[config.mk]
export PLATFORM = sky130hd
export DESIGN_NAME = audio_play_command_decoder
export DESIGN_NICKNAME = d
export VERILOG_FILES = /design/src/hdl/audio_cmd_pkg.sv /design/src/hdl/spi_byte_if.sv /design/src/hdl/spi_byte_port.sv /design/src/hdl/audio_play_command_decoder.sv
export VERILOG_INCLUDE_DIRS = /design/src /design/src/hdl
export SDC_FILE = /design/constraint.sdc
export NUM_CORES = 1
export LEC_CHECK = 0
export ABC_AREA = 0
export BUFFER_PORTS_ARGS = -buffer_cell sky130_fd_sc_hd__buf_2
export CAP_MARGIN = 10
export CORE_ASPECT_RATIO = 2
export CORE_MARGIN = 2
export CORE_UTILIZATION = 55
export DETAILED_ROUTE_END_ITERATION = 6
export PLACE_DENSITY = 0.77
export SLEW_MARGIN = 20
export SYNTH_ARGS = -nofsm -noshare
export SYNTH_HDL_FRONTEND = slang
export SYNTH_SLANG_ARGS = --single-unit
[constraint.sdc]
create_clock -name mclk -period 7.9 [get_ports mclk]
set_input_delay 0.79 -clock mclk [delete_from_list [all_inputs] [get_ports mclk]]
set_output_delay 0.79 -clock mclk [all_outputs]
set_load 0.02 [all_outputs]
[src/hdl/audio_cmd_defs.svh]
// Purpose: offsets, field positions, reset values, opcodes and timing counts
// Assumes: byte addresses on a 32-bit register bus, one word per register
// Notes: included by the package only; the serial port, the decoder and the bench import audio_cmd_pkg
`ifndef AUDIO_CMD_DEFS_SVH
`define AUDIO_CMD_DEFS_SVH

// opcodes
`define OP_PROMPT 8'ha6
`define OP_PROMPT_REG 8'hae
`define OP_LOOP 8'ha4
`define OP_LOOP_REG 8'hb2
`define OP_MACRO 8'hb0
`define OP_MACRO_REG 8'hbc
`define OP_SILENCE 8'ha8
`define OP_STOP 8'h2a

// register byte offsets
`define REG_CTRL 8'h00
`define REG_STATUS 8'h04
`define REG_IDX_BASE 8'h10

// field layout and reset values
`define CHSEL_W 2
`define CHSEL_ALL 2'h3
`define CHSEL_RESET 2'h0
`define IDX_REGS 4
`define IDX_SEL_W 2
`define IDX_RESET 16'h0000
`define CHANNELS 3

// timing
`define MCLK_HZ 20000000
`define PATH_RATE_HZ 32000
`define SIL_UNIT_MS 32
`define SIL_UNIT_CYCLES ((`SIL_UNIT_MS * `MCLK_HZ) / 1000)
`define SIL_CNT_W 20

`endif

[src/hdl/audio_cmd_pkg.sv]
// Purpose: types shared by the command decoder and its serial byte port
// Assumes: constants come from audio_cmd_defs.svh
// Notes: the serial port keeps its whole state in spi_state_t; the decoder keeps opcode, reset sync and silence helpers outside core_state_t
package audio_cmd_pkg;
	`include "audio_cmd_defs.svh"

	typedef enum logic [1:0] {KIND_PROMPT, KIND_MACRO, KIND_SILENCE} cmd_kind_t;
	typedef enum logic [1:0] {DEC_IDLE, DEC_ARGS, DEC_SKIP} dec_state_t;

	typedef struct packed {
		logic sclkS1, sclkS2, sclkD;
		logic csS1, csS2, csD;
		logic mosiS1, mosiS2;
		logic [2:0] bitCnt;
		logic [7:0] rxSh;
		logic [7:0] txSh;
		logic miso, misoOe;
		logic rxValid;
		logic [7:0] rxData;
		logic frameEnd;
	} spi_state_t;

	typedef struct packed {
		dec_state_t st;
		logic [2:0] need;
		logic [31:0] args;
		logic [`CHSEL_W-1:0] chSel;
		logic [`IDX_REGS-1:0][15:0] idxRegs;
		logic bufValid;
		cmd_kind_t bufKind;
		logic [15:0] bufIdx, bufLoop;
		logic [1:0] bufCh;
		logic [`CHANNELS-1:0] busy, running;
		logic silOn;
		logic [1:0] silCh;
		logic [7:0] silLeft;
		logic [`SIL_CNT_W-1:0] silCyc;
		logic playValid;
		logic finPulse, errPulse, stopPulse;
		logic [`CHANNELS-1:0] stopMask;
		logic waitReq;
		logic [31:0] rdData;
	} core_state_t;
endpackage

[src/hdl/spi_byte_if.sv]
// Purpose: byte-level link between the serial port and the command decoder
// Assumes: both ends on mclk
// Notes: rxValid and frameEnd are one-cycle pulses
`timescale 1ns/100ps
interface spi_byte_if;
	logic rxValid;
	logic [7:0] rxData;
	logic frameEnd;
	logic [7:0] txStatus;
	modport port (output rxValid, output rxData, output frameEnd, input txStatus);
	modport user (input rxValid, input rxData, input frameEnd, output txStatus);
endinterface

[src/hdl/spi_byte_port.sv]
// Purpose: serial slave, mode 0, msb first, status byte shifted out on every byte
// Assumes: sclk at most mclk/8, pins asynchronous to mclk
// Notes: pins pass two flip-flops before any edge logic looks at them
`timescale 1ns/100ps
module spi_byte_port
	import audio_cmd_pkg::*;
(
	// clock and control
	input wire logic mclk,
	input wire logic rstN,
	input wire logic clkEn,
	// pins
	input wire logic spiSclk,
	input wire logic spiCsB,
	input wire logic spiMosi,
	output logic spiMiso,
	output logic spiMisoOe,
	// bytes
	spi_byte_if.port bytes
);
	spi_state_t s, n;
	logic rise, fall, csFall, csRise;

	assign rise = s.sclkS2 && !s.sclkD && !s.csS2;
	assign fall = !s.sclkS2 && s.sclkD && !s.csS2;
	assign csFall = !s.csS2 && s.csD;
	assign csRise = s.csS2 && !s.csD;

	always_comb begin
		n = s;
		n.sclkS1 = spiSclk;
		n.sclkS2 = s.sclkS1;
		n.sclkD = s.sclkS2;
		n.csS1 = spiCsB;
		n.csS2 = s.csS1;
		n.csD = s.csS2;
		n.mosiS1 = spiMosi;
		n.mosiS2 = s.mosiS1;
		n.rxValid = 1'b0;
		n.frameEnd = csRise;
		n.misoOe = !s.csS2;
		if (csFall) begin
			// first status byte must sit on the pin before the first rising edge
			n.bitCnt = 3'h0;
			n.txSh = bytes.txStatus;
			n.miso = bytes.txStatus[7];
		end else if (rise) begin
			n.rxSh = {s.rxSh[6:0], s.mosiS2};
			n.bitCnt = s.bitCnt + 3'h1;
			if (s.bitCnt == 3'h7) begin
				n.rxValid = 1'b1;
				n.rxData = {s.rxSh[6:0], s.mosiS2};
			end
		end else if (fall) begin
			if (s.bitCnt == 3'h0) begin
				n.txSh = bytes.txStatus;
				n.miso = bytes.txStatus[7];
			end else begin
				n.txSh = {s.txSh[6:0], 1'b0};
				n.miso = s.txSh[6];
			end
		end
	end

	always_ff @(posedge mclk or negedge rstN) begin
		if (!rstN) begin
			s <= '{sclkS1: 1'b0, sclkS2: 1'b0, sclkD: 1'b0, csS1: 1'b1, csS2: 1'b1, csD: 1'b1,
				default: '0};
		end else if (clkEn) begin
			s <= n;
		end
	end

	assign bytes.rxValid = s.rxValid;
	assign bytes.rxData = s.rxData;
	assign bytes.frameEnd = s.frameEnd;
	assign spiMiso = s.miso;
	assign spiMisoOe = s.misoOe;
endmodule

[src/hdl/audio_play_command_decoder.sv]
// Purpose: decodes and runs the audio play, macro, silence and stop commands
// Assumes: playback engine and core status on mclk; serial pins asynchronous
// Notes: one-entry command buffer; silence is timed here, prompts and macros by the engine
`timescale 1ns/100ps
module audio_play_command_decoder
	import audio_cmd_pkg::*;
#(
	parameter logic [`SIL_CNT_W-1:0] SIL_UNIT_CYCLES = `SIL_CNT_W'(`SIL_UNIT_CYCLES)
) (
	// clock, reset, enable
	input wire logic mclk,
	input wire logic rst_b,
	input wire logic clkEn,
	// register bus
	input wire logic [7:0] avAddress,
	input wire logic avRead,
	input wire logic avWrite,
	input wire logic [31:0] avWriteData,
	output logic [31:0] avReadData,
	output logic avWaitrequest,
	// serial pins
	input wire logic spiSclk,
	input wire logic spiCsB,
	input wire logic spiMosi,
	output logic spiMiso,
	output logic spiMisoOe,
	// core status
	input wire logic poweredDownFlag,
	input wire logic memoryPathBusyFlag,
	input wire logic intLine,
	// playback engine
	output logic playValid,
	output cmd_kind_t playKind,
	output logic [15:0] playIndex,
	output logic [15:0] playLoops,
	output logic [1:0] playChan,
	input wire logic playTake,
	input wire logic [`CHANNELS-1:0] playDone,
	output logic stopPulse,
	output logic [`CHANNELS-1:0] stopMask,
	// events to the interrupt block
	output logic commandFinishedIrq,
	output logic commandErrorIrq
);
	////////////////////////////////////////////////////////////////////////////
	logic rstMeta, rstN;

	always_ff @(posedge mclk or negedge rst_b) begin
		if (!rst_b) begin
			rstMeta <= 1'b0;
			rstN <= 1'b0;
		end else begin
			rstMeta <= 1'b1;
			rstN <= rstMeta;
		end
	end

	spi_byte_if sp ();

	spi_byte_port u_port (
		.mclk(mclk),
		.rstN(rstN),
		.clkEn(clkEn),
		.spiSclk(spiSclk),
		.spiCsB(spiCsB),
		.spiMosi(spiMosi),
		.spiMiso(spiMiso),
		.spiMisoOe(spiMisoOe),
		.bytes(sp.port)
	);

	////////////////////////////////////////////////////////////////////////////
	core_state_t s, n;
	logic [7:0] statusByte;
	logic [31:0] argsNow, rdMux;
	logic [`CHANNELS-1:0] chMask, silMask;
	logic cmdDone, selAll, accept, stopHit, stopActive, flushed;
	logic [`IDX_SEL_W-1:0] regSel;
	logic [7:0] opcode;
	logic regFetch, loopRegFetch, loopFetch;

	assign regFetch = opcode == `OP_PROMPT_REG || opcode == `OP_MACRO_REG;
	assign loopRegFetch = opcode == `OP_LOOP_REG;
	assign loopFetch = opcode == `OP_LOOP;

	// pd, ready, int, 0, ch2..ch0 busy, memory busy
	assign statusByte = {poweredDownFlag, !s.bufValid, intLine, 1'b0, s.busy, memoryPathBusyFlag};
	assign sp.txStatus = statusByte;
	assign argsNow = {s.args[23:0], sp.rxData};
	assign selAll = s.chSel == `CHSEL_ALL;
	assign chMask = selAll ? {`CHANNELS{1'b1}} : `CHANNELS'(3'h1 << s.chSel);
	assign silMask = s.silOn ? `CHANNELS'(3'h1 << s.silCh) : '0;
	assign cmdDone = sp.rxValid && s.st == DEC_ARGS && s.need == 3'h1;
	// only the target channel is looked at; others are don't care
	assign accept = !poweredDownFlag && !s.bufValid && (s.busy & chMask) == '0 && !memoryPathBusyFlag;
	assign stopHit = sp.rxValid && s.st == DEC_IDLE && sp.rxData == `OP_STOP;
	// erase runs on the memory path, which stop never touches
	assign stopActive = s.bufValid || ((s.running | silMask) & chMask) != '0;
	assign flushed = s.bufValid && !(s.playValid && playTake);
	assign regSel = argsNow[`IDX_SEL_W-1:0];

	always_comb begin
		rdMux = 32'h0;
		if (avAddress == `REG_CTRL) begin
			rdMux[`CHSEL_W-1:0] = s.chSel;
		end else if (avAddress == `REG_STATUS) begin
			rdMux[7:0] = statusByte;
		end
		for (int i = 0; i < `IDX_REGS; i++) begin
			if (avAddress == `REG_IDX_BASE + 8'(4 * i)) begin
				rdMux[15:0] = s.idxRegs[i];
			end
		end
	end

	////////////////////////////////////////////////////////////////////////////
	always_comb begin
		n = s;
		n.finPulse = 1'b0;
		n.errPulse = 1'b0;
		n.stopPulse = 1'b0;
		n.stopMask = '0;

		// bus slave: one wait cycle, then the answer
		n.waitReq = !((avRead || avWrite) && s.waitReq);
		if (avRead && s.waitReq) begin
			n.rdData = rdMux;
		end
		if (avWrite && !s.waitReq) begin
			if (avAddress == `REG_CTRL) begin
				n.chSel = avWriteData[`CHSEL_W-1:0];
			end
			for (int i = 0; i < `IDX_REGS; i++) begin
				if (avAddress == `REG_IDX_BASE + 8'(4 * i)) begin
					n.idxRegs[i] = avWriteData[15:0];
				end
			end
		end

		// hand the buffered command to the engine or the silence timer
		if (s.playValid && playTake) begin
			n.playValid = 1'b0;
			n.bufValid = 1'b0;
			n.running[s.bufCh] = 1'b1;
		end else if (s.bufValid && !s.playValid) begin
			if (s.bufKind == KIND_SILENCE) begin
				if (!s.silOn) begin
					n.silOn = 1'b1;
					n.silCh = s.bufCh;
					n.silLeft = s.bufLoop[7:0];
					n.silCyc = '0;
					n.bufValid = 1'b0;
				end
			end else begin
				n.playValid = 1'b1;
			end
		end

		// silence counted in whole units of SIL_UNIT_CYCLES mclk cycles, 32 ms by default
		if (s.silOn) begin
			if (s.silLeft == 8'h0) begin
				n.silOn = 1'b0;
				n.busy[s.silCh] = 1'b0;
				n.finPulse = 1'b1;
			end else if (s.silCyc == SIL_UNIT_CYCLES - 1'b1) begin
				n.silCyc = '0;
				n.silLeft = s.silLeft - 8'h1;
			end else begin
				n.silCyc = s.silCyc + 1'b1;
			end
		end

		for (int c = 0; c < `CHANNELS; c++) begin
			if (playDone[c] && s.running[c]) begin
				n.running[c] = 1'b0;
				n.busy[c] = 1'b0;
				n.finPulse = 1'b1;
			end
		end

		// decoder
		if (sp.frameEnd) begin
			n.st = DEC_IDLE;
		end else if (sp.rxValid) begin
			case (s.st)
				DEC_IDLE: begin
					n.st = DEC_ARGS;
					n.args = '0;
					case (sp.rxData)
						`OP_PROMPT: n.need = 3'h2;
						`OP_PROMPT_REG: n.need = 3'h1;
						`OP_LOOP: n.need = 3'h4;
						`OP_LOOP_REG: n.need = 3'h3;
						`OP_MACRO: n.need = 3'h2;
						`OP_MACRO_REG: n.need = 3'h1;
						`OP_SILENCE: n.need = 3'h1;
						default: n.st = DEC_SKIP;
					endcase
					n.bufKind = s.bufValid ? s.bufKind : KIND_PROMPT;
					if (sp.rxData == `OP_MACRO || sp.rxData == `OP_MACRO_REG) begin
						n.args[31:24] = 8'h1;
					end else if (sp.rxData == `OP_SILENCE) begin
						n.args[31:24] = 8'h2;
					end
					n.need = n.st == DEC_ARGS ? n.need : 3'h0;
					if (sp.rxData == `OP_STOP && stopActive) begin
						// queued work is dropped; a running prompt or macro ends through the engine, a running silence ends here
						if (flushed) begin
							n.busy[s.bufCh] = 1'b0;
						end
						n.bufValid = 1'b0;
						n.playValid = 1'b0;
						n.stopMask = chMask & n.running;
						n.stopPulse = (chMask & n.running) != '0;
						if (s.silOn && chMask[s.silCh]) begin
							n.silOn = 1'b0;
							n.busy[s.silCh] = 1'b0;
							n.finPulse = 1'b1;
						end
					end
				end
				DEC_ARGS: begin
					n.need = s.need - 3'h1;
					n.args = {s.args[31:24], argsNow[23:0]};
					if (s.need == 3'h3) begin
						n.args[31:24] = s.args[31:24];
					end
				end
				DEC_SKIP: n.st = DEC_SKIP;
				default: n.st = DEC_IDLE;
			endcase
		end

		// complete command: decode per stored opcode and the kind tag kept in args[31:24]
		if (cmdDone && !selAll) begin
			if (accept) begin
				n.bufValid = 1'b1;
				n.bufCh = s.chSel;
				n.busy[s.chSel] = 1'b1;
				n.bufLoop = 16'h1;
				n.bufKind = KIND_PROMPT;
				case (s.args[26:24])
					3'h1: n.bufKind = KIND_MACRO;
					3'h2: n.bufKind = KIND_SILENCE;
					default: n.bufKind = KIND_PROMPT;
				endcase
				n.bufIdx = argsNow[15:0];
				if (s.args[26:24] == 3'h2) begin
					n.bufLoop = {8'h0, argsNow[7:0]};
					n.bufIdx = 16'h0;
				end
				if (regFetch) begin
					n.bufIdx = s.idxRegs[regSel];
				end
				if (loopRegFetch) begin
					n.bufIdx = s.idxRegs[argsNow[16 +: `IDX_SEL_W]];
					n.bufLoop = argsNow[15:0];
				end
				if (loopFetch) begin
					n.bufIdx = argsNow[31:16];
					n.bufLoop = argsNow[15:0];
				end
			end else begin
				n.errPulse = 1'b1;
			end
		end
		// bytes after a complete command, ignored or not, wait for the frame end
		if (cmdDone) begin
			n.st = DEC_SKIP;
		end
	end

	// the opcode is kept so that the argument layout is known at the last byte

	always_ff @(posedge mclk or negedge rstN) begin
		if (!rstN) begin
			opcode <= 8'h0;
		end else if (clkEn && sp.rxValid && s.st == DEC_IDLE) begin
			opcode <= sp.rxData;
		end
	end

	always_ff @(posedge mclk or negedge rstN) begin
		if (!rstN) begin
			s <= '{st: DEC_IDLE, chSel: `CHSEL_RESET, bufKind: KIND_PROMPT, waitReq: 1'b1, default: '0};
		end else if (clkEn) begin
			s <= n;
		end
	end

	assign avReadData = s.rdData;
	assign avWaitrequest = s.waitReq;
	assign playValid = s.playValid;
	assign playKind = s.bufKind;
	assign playIndex = s.bufIdx;
	assign playLoops = s.bufLoop;
	assign playChan = s.bufCh;
	assign stopPulse = s.stopPulse;
	assign stopMask = s.stopMask;
	assign commandFinishedIrq = s.finPulse;
	assign commandErrorIrq = s.errPulse;

	////////////////////////////////////////////////////////////////////////////
	// helper: cycles of silence actually counted against the requested length
	logic [31:0] silRun;
	logic [7:0] silLen;
	always_ff @(posedge mclk or negedge rstN) begin
		if (!rstN) begin
			silRun <= 32'h0;
			silLen <= 8'h0;
		end else if (clkEn) begin
			if (!s.silOn && n.silOn) begin
				silRun <= 32'h0;
				silLen <= n.silLeft;
			end else if (s.silOn && s.silLeft != 8'h0) begin
				silRun <= silRun + 32'h1;
			end
		end
	end
endmodule

-- After elaboration in Yosys (flattened, before gate mapping)
Index checks and enable logic that the tools add are counted.
Widths: inputs -> output; s select.
- register bits: 249
- word-level logic and storage cells: 291
- input port bits: 55
- output and inout port bits: 78
- reductions and logical operators: 74
- $lt $le $gt $ge: 8
- shifts and indexed selects: 2
- add/subtract/negate cells: 4
- bitwise logic cells: 16
- multiplexer cells: 111
- equal/unequal tests: 30
- operators by type and width (cell ; count):
    $mux 32 ; 4
    $mux 16 ; 7
    $eq 8x8->1 const B ; 11
    $mux 40 ; 2
    $pmux 35 s2 ; 1
    $bmux 16 s2 ; 2
    $mux 31 ; 2
    $mux 3 ; 20
    $mux 28 ; 2
    $mux 8 ; 6
    $mux 37 ; 1
    $eq 8x5->1 const B ; 4
    $mux 1 ; 32
    $mux 30 ; 1
    $logic_and 1x1->1 ; 28
    $mux 2 ; 14
    $mux 9 ; 3
    $reduce_and 3->1 ; 9
    $add 20x1->20 const B ; 1
    $eq 20x20->1 const B ; 1
    $mux 20 ; 1
    $and 3x3->3 ; 6
    $logic_not 8->1 ; 2
    $mux 4 ; 4
    38 further kinds ; 81

-- Longest topological paths before layout
- word-level depth: 24
- gate-level depth with buffers: 9
- gate-level depth less buffers: 7

-- Cells and area by module
A second synthesis with hierarchy kept.
- cells, all modules: 1281
- area, all modules: 13147.6 um^2
- by module, submodules not included (module ; sequential area each (um^2) ; cells an instance ; area an instance (um^2) ; instances):
    audio_play_command_decoder ; 5131.2 ; 1157 ; 11547.3 ; 1
    spi_byte_port ; 929.6 ; 124 ; 1600.3 ; 1

-- Least setup slack after synthesis
No wires, ideal clock.
- path type: input to register
- from: in avAddress[5]
- to: reg s[120] (netlist name)
- library setup time: 125 ps
- slack: 5070 ps
- path buffers: 2
- arrival time: 2706 ps
- required time: 7775 ps
- cell stages on the path: 6
- cells stage by stage: or4_4 > or4b_1 > buf_2 > nor3_4 > buf_6 > mux2_2
- longest elaborated chain between the ends: 2
- RTL lines (item ; line ; source):
    start: declaration ; audio_play_command_decoder.sv:15 ; input wire logic [7:0] avAddress,
    $eq 8x5->1 ; audio_play_command_decoder.sv:134 ; if (avAddress == `REG_IDX_BASE + 8'(4 * i)) begin
    $reduce_and 3->1 (no line) ; - ;
    end signal: assignment ; audio_play_command_decoder.sv:287 ; s <= n;
    end: declaration ; audio_play_command_decoder.sv:73 ; core_state_t s, n;
Every way passes these cells.
A chain may end at the register's enable or synchronous reset.

-- Worst setup path in the final report
- from: in avAddress[5]
- to: reg s[143] (netlist name)
The elaborated chain is that of the path after synthesis.

==> metrics.yaml <==
timing:
  setup_violations: 0
  finalClockSkew_ns: 0.0132
  hold_violations: 0
  worst_pin_slew_ns: 1.00
  slew_violations: 0
  setup_tns_ns: 0
  post-route-period-util: 0.454
  fin_crit_ns: 3.59
  max_slew_margin: 0.330
  rsz0062_at_grt: "no"
  clock.fmax_ghz: 0.279
worst_setup_path:
  crit_slowest_cell: "nor2_2"
  critical-path-top-delay-family: "simple AND/OR/NAND/NOR gates"
  path_cells: "buf_2 -> or4_4 -> nor3b_2 -> nand3b_1 -> nor2_2 -> mux2_2"
  arrival_ns: 3.99
  worst-path-max-fanout: 16
  path_class: "in -> reg"
  cp-end-kind: "flip-flop"
  critPathBufInv: 1
  cp_slowest_stage_delay_ns: 0.89
  cp.required_ns: 8.30
  startpoint_type: "input pin"
place:
  dp_hpwl_mm: 20.9
  globalplace.congestion: 0.871
  io_buffers: 100
  placedCellCount: 1517
finish:
  num_antenna_cells: 0
  fin_cells: 1557
  syn2layout_area_growth_pct: 7.39
  drive_gt1_frac: 0.246
  nets: 1324
floorplan:
  die_h_um: 222
  die_w_um: 113
  io_pins: 133
  rows: 80
  fp.dieArea_um2: 25200
  core_region_area_um2: 23600
  start_util: 0.555
logic_synthesis:
  syn_avg_cell_area_um2: 10.5
  syn_area_um2: 13100
  yosysTopAreaCell: "dfrtp_1"
  yosysWarningCount: 0
  synth_top_area_share: 0.454
  ys_top_cells_by_area: "dfrtp_1, mux2_2, mux4_2, nand2_1, buf_4"
  syn_inst: 1247
  ys_seq_elements: 242
  synth_async_sr_flop_share: 1.00
  synth_edf_count: 0
  yosysUniqueCellTypes: 72
  synth_ff_type: "dfrtp_1"
  seq_area_frac_synth: 0.462
clock_tree:
  clockBufferDepth: 3
  clk_latency_ns: 0.52
  htree_levels: 1
  cts_tree: "done"
  clkSinkCount: 242
  cts_setup_buffers: 0
  ctsHoldBuffers: 0
  path_clk_slew_ns: 0.07
  cts.repair.resized: 0
  cts-buffers-inserted: 23
  cts_root_buffer: "clkbuf_16"
run_status:
  violations: "design-rule violations"
  status: "complete, but fails checks"
power_and_ir_drop:
  peakVddDrop_v: 0.000157
  power_density_nw_per_um2: 186
  leakage_uw: 0.00655
global_route:
  gr-total-overflow: 0
  grt_pass1_vias: 9514
  grt_use_total: 0.246
  grt_start_max_net_pins: 173
  antenna_found_initial: 0
  grt_first_pass_wirelength_mm: 50.6
drt:
  drc: 8
  drt_pass1_iterations: 7
  postRouteAntennaNets: 0
  vias: 9709
  wl_mm: 30.8
  vias_per_cell: 6.24
  wl_per_cell_um: 19.8
  drt-initial-drc-count: 803
flow_run:
  maxCapViolations: 0
hold_path:
  hp-class: "in -> async"
[through the flow]
step / total power (µW) / hold WS (ns) / cell area, µm² / setup WS (ns) / utilization
2_1_floorplan: 1460 / 0.331 / 13200 / 0.664 / -
3_3_place_gp: 1510 / 0.337 / 13300 / 3.89 / 0.564
3_5_place_dp: 1520 / 0.347 / 13300 / 3.83 / 0.564
4_1_cts: 2630 / 0.0315 / 14100 / 4.39 / 0.596
5_1_grt: 2700 / 0.0405 / 14100 / 4.19 / 0.596
6_report: 2610 / 0.0448 / 14100 / 4.31 / 0.596
[metal layers]
metal / GRT usage / vias up / share of wire
li1: - / 4424 / -
met1: 0.349 / 4871 / 0.42
met2: 0.403 / 363 / 0.50
met3: 0.0286 / 51 / 0.062
met4: 0.0669 / 0 / 0.022
met5: 0 / - / 0
[flip-flops by register name, indices dropped and copies added, names as in the netlist, 2 cells and up]
register	flops
u_port.s	20
playKind	2
u_port.bytes.rxData	8
s	111
playLoops	16
u_port.n	5
argsNow	24
avReadData	16
playIndex	16
opcode	8
playChan	2
stopMask	3
[kinds of logic after synthesis]
family          count (synthesis)  share of synthesized area
simple gates                  385                      0.144
compound gates                252                      0.124
flops                         242                      0.462
buf+inv                       176                     0.0729
mux                           172                      0.180
fa+ha+maj                      14                     0.0134
xor+xnor                        4                    0.00267
other cells                     2                   0.000573
[cells in the final DEF, fill, tap and decap left out, drive strengths merged, types with 5 or more instances in the layout]
| master | Yosys | layout |
|---|---|---|
| a22o | 13 | 13 |
| a22oi | 7 | 7 |
| mux2i | 28 | 28 |
| nand3b | 7 | 7 |
| nor4 | 7 | 7 |
| mux4 | 41 | 41 |
| nand2 | 149 | 149 |
| o31ai | 10 | 10 |
| or3 | 5 | 5 |
| nand3 | 36 | 36 |
| a31oi | 20 | 20 |
| o21ai | 64 | 64 |
| o211ai | 6 | 6 |
| a211o | 16 | 16 |
| nor2 | 79 | 79 |
| o21a | 5 | 5 |
| nand2b | 9 | 9 |
| clkinv | 1 | 5 |
| dfrtp | 238 | 238 |
| o2bb2ai | 6 | 6 |
| buf | 87 | 113 |
| nor2b | 23 | 23 |
| conb | 2 | 17 |
| or4 | 5 | 5 |
| a221oi | 7 | 7 |
| a21oi | 65 | 65 |
| nor3 | 17 | 17 |
| clkbuf | 58 | 32 |
| ha | 14 | 14 |
| mux2 | 103 | 103 |
| inv | 30 | 30 |
| nand4 | 11 | 11 |
| and3 | 11 | 11 |
[path summary, 6_finish.rpt]
check	from	end	slack, ns	cells after the start
setup / recovery	avAddress[5]	s[143]$_DFFE_PN0P_	4.31	6
hold / removal	rst_b	rstN$_DFF_PN0_	0.04	1
setup reg to reg	s[178]$_DFFE_PN0P_	playLoops[7]$_DFFE_PN0P_	5.02	7
hold reg to reg	rstMeta$_DFF_PN0_	rstN$_DFF_PN0_	0.36	0
max in group asynchronous	rstN$_DFF_PN0_	playIndex[10]$_DFFE_PN0P_	5.99	1
min in group mclk	rstMeta$_DFF_PN0_	rstN$_DFF_PN0_	0.36	0
[cell usage after synthesis, drive strengths merged, types with 3 or more instances]
library cell	instances
nor2b	23
a21o	4
mux4	41
o31ai	10
nor4b	4
a41oi	4
buf	87
nand2	149
o2bb2ai	6
or3b	3
or2	4
mux2	103
a211oi	3
nor3	17
a22oi	7
dfstp	4
a211o	16
nand3b	7
a221oi	7
nand2b	9
o21ai	64
inv	30
or3	5
clkbuf	58
a22o	13
a21boi	4
o211ai	6
nor4bb	3
and3	11
nor3b	3
ha	14
dfrtp	238
or4	5
a21oi	65
o21a	5
nand3	36
nor2	79
a2bb2oi	3
xnor2	4
a31oi	20
nor4	7
nand4	11
mux2i	28
[power breakdown]
group / internal [µW] / switching (µW) / leakage (µW)
combinational: 66.1 / 101 / 0.00289
sequential: 1280 / 42.3 / 0.00329
clock: 653 / 464 / 0.000364
[cell type report]
cell class | instances | area (µm²)
Clock inverter | 8 | 118
Timing Repair Buffer | 113 | 611
Inverter | 31 | 116
Multi-Input combinational cell | 844 | 6180
Clock buffer | 32 | 629
Tap cell | 287 | 359
Fill cell | 1952 | 9550
Sequential cell | 242 | 6060
Power figures use the tool's default switching activity.
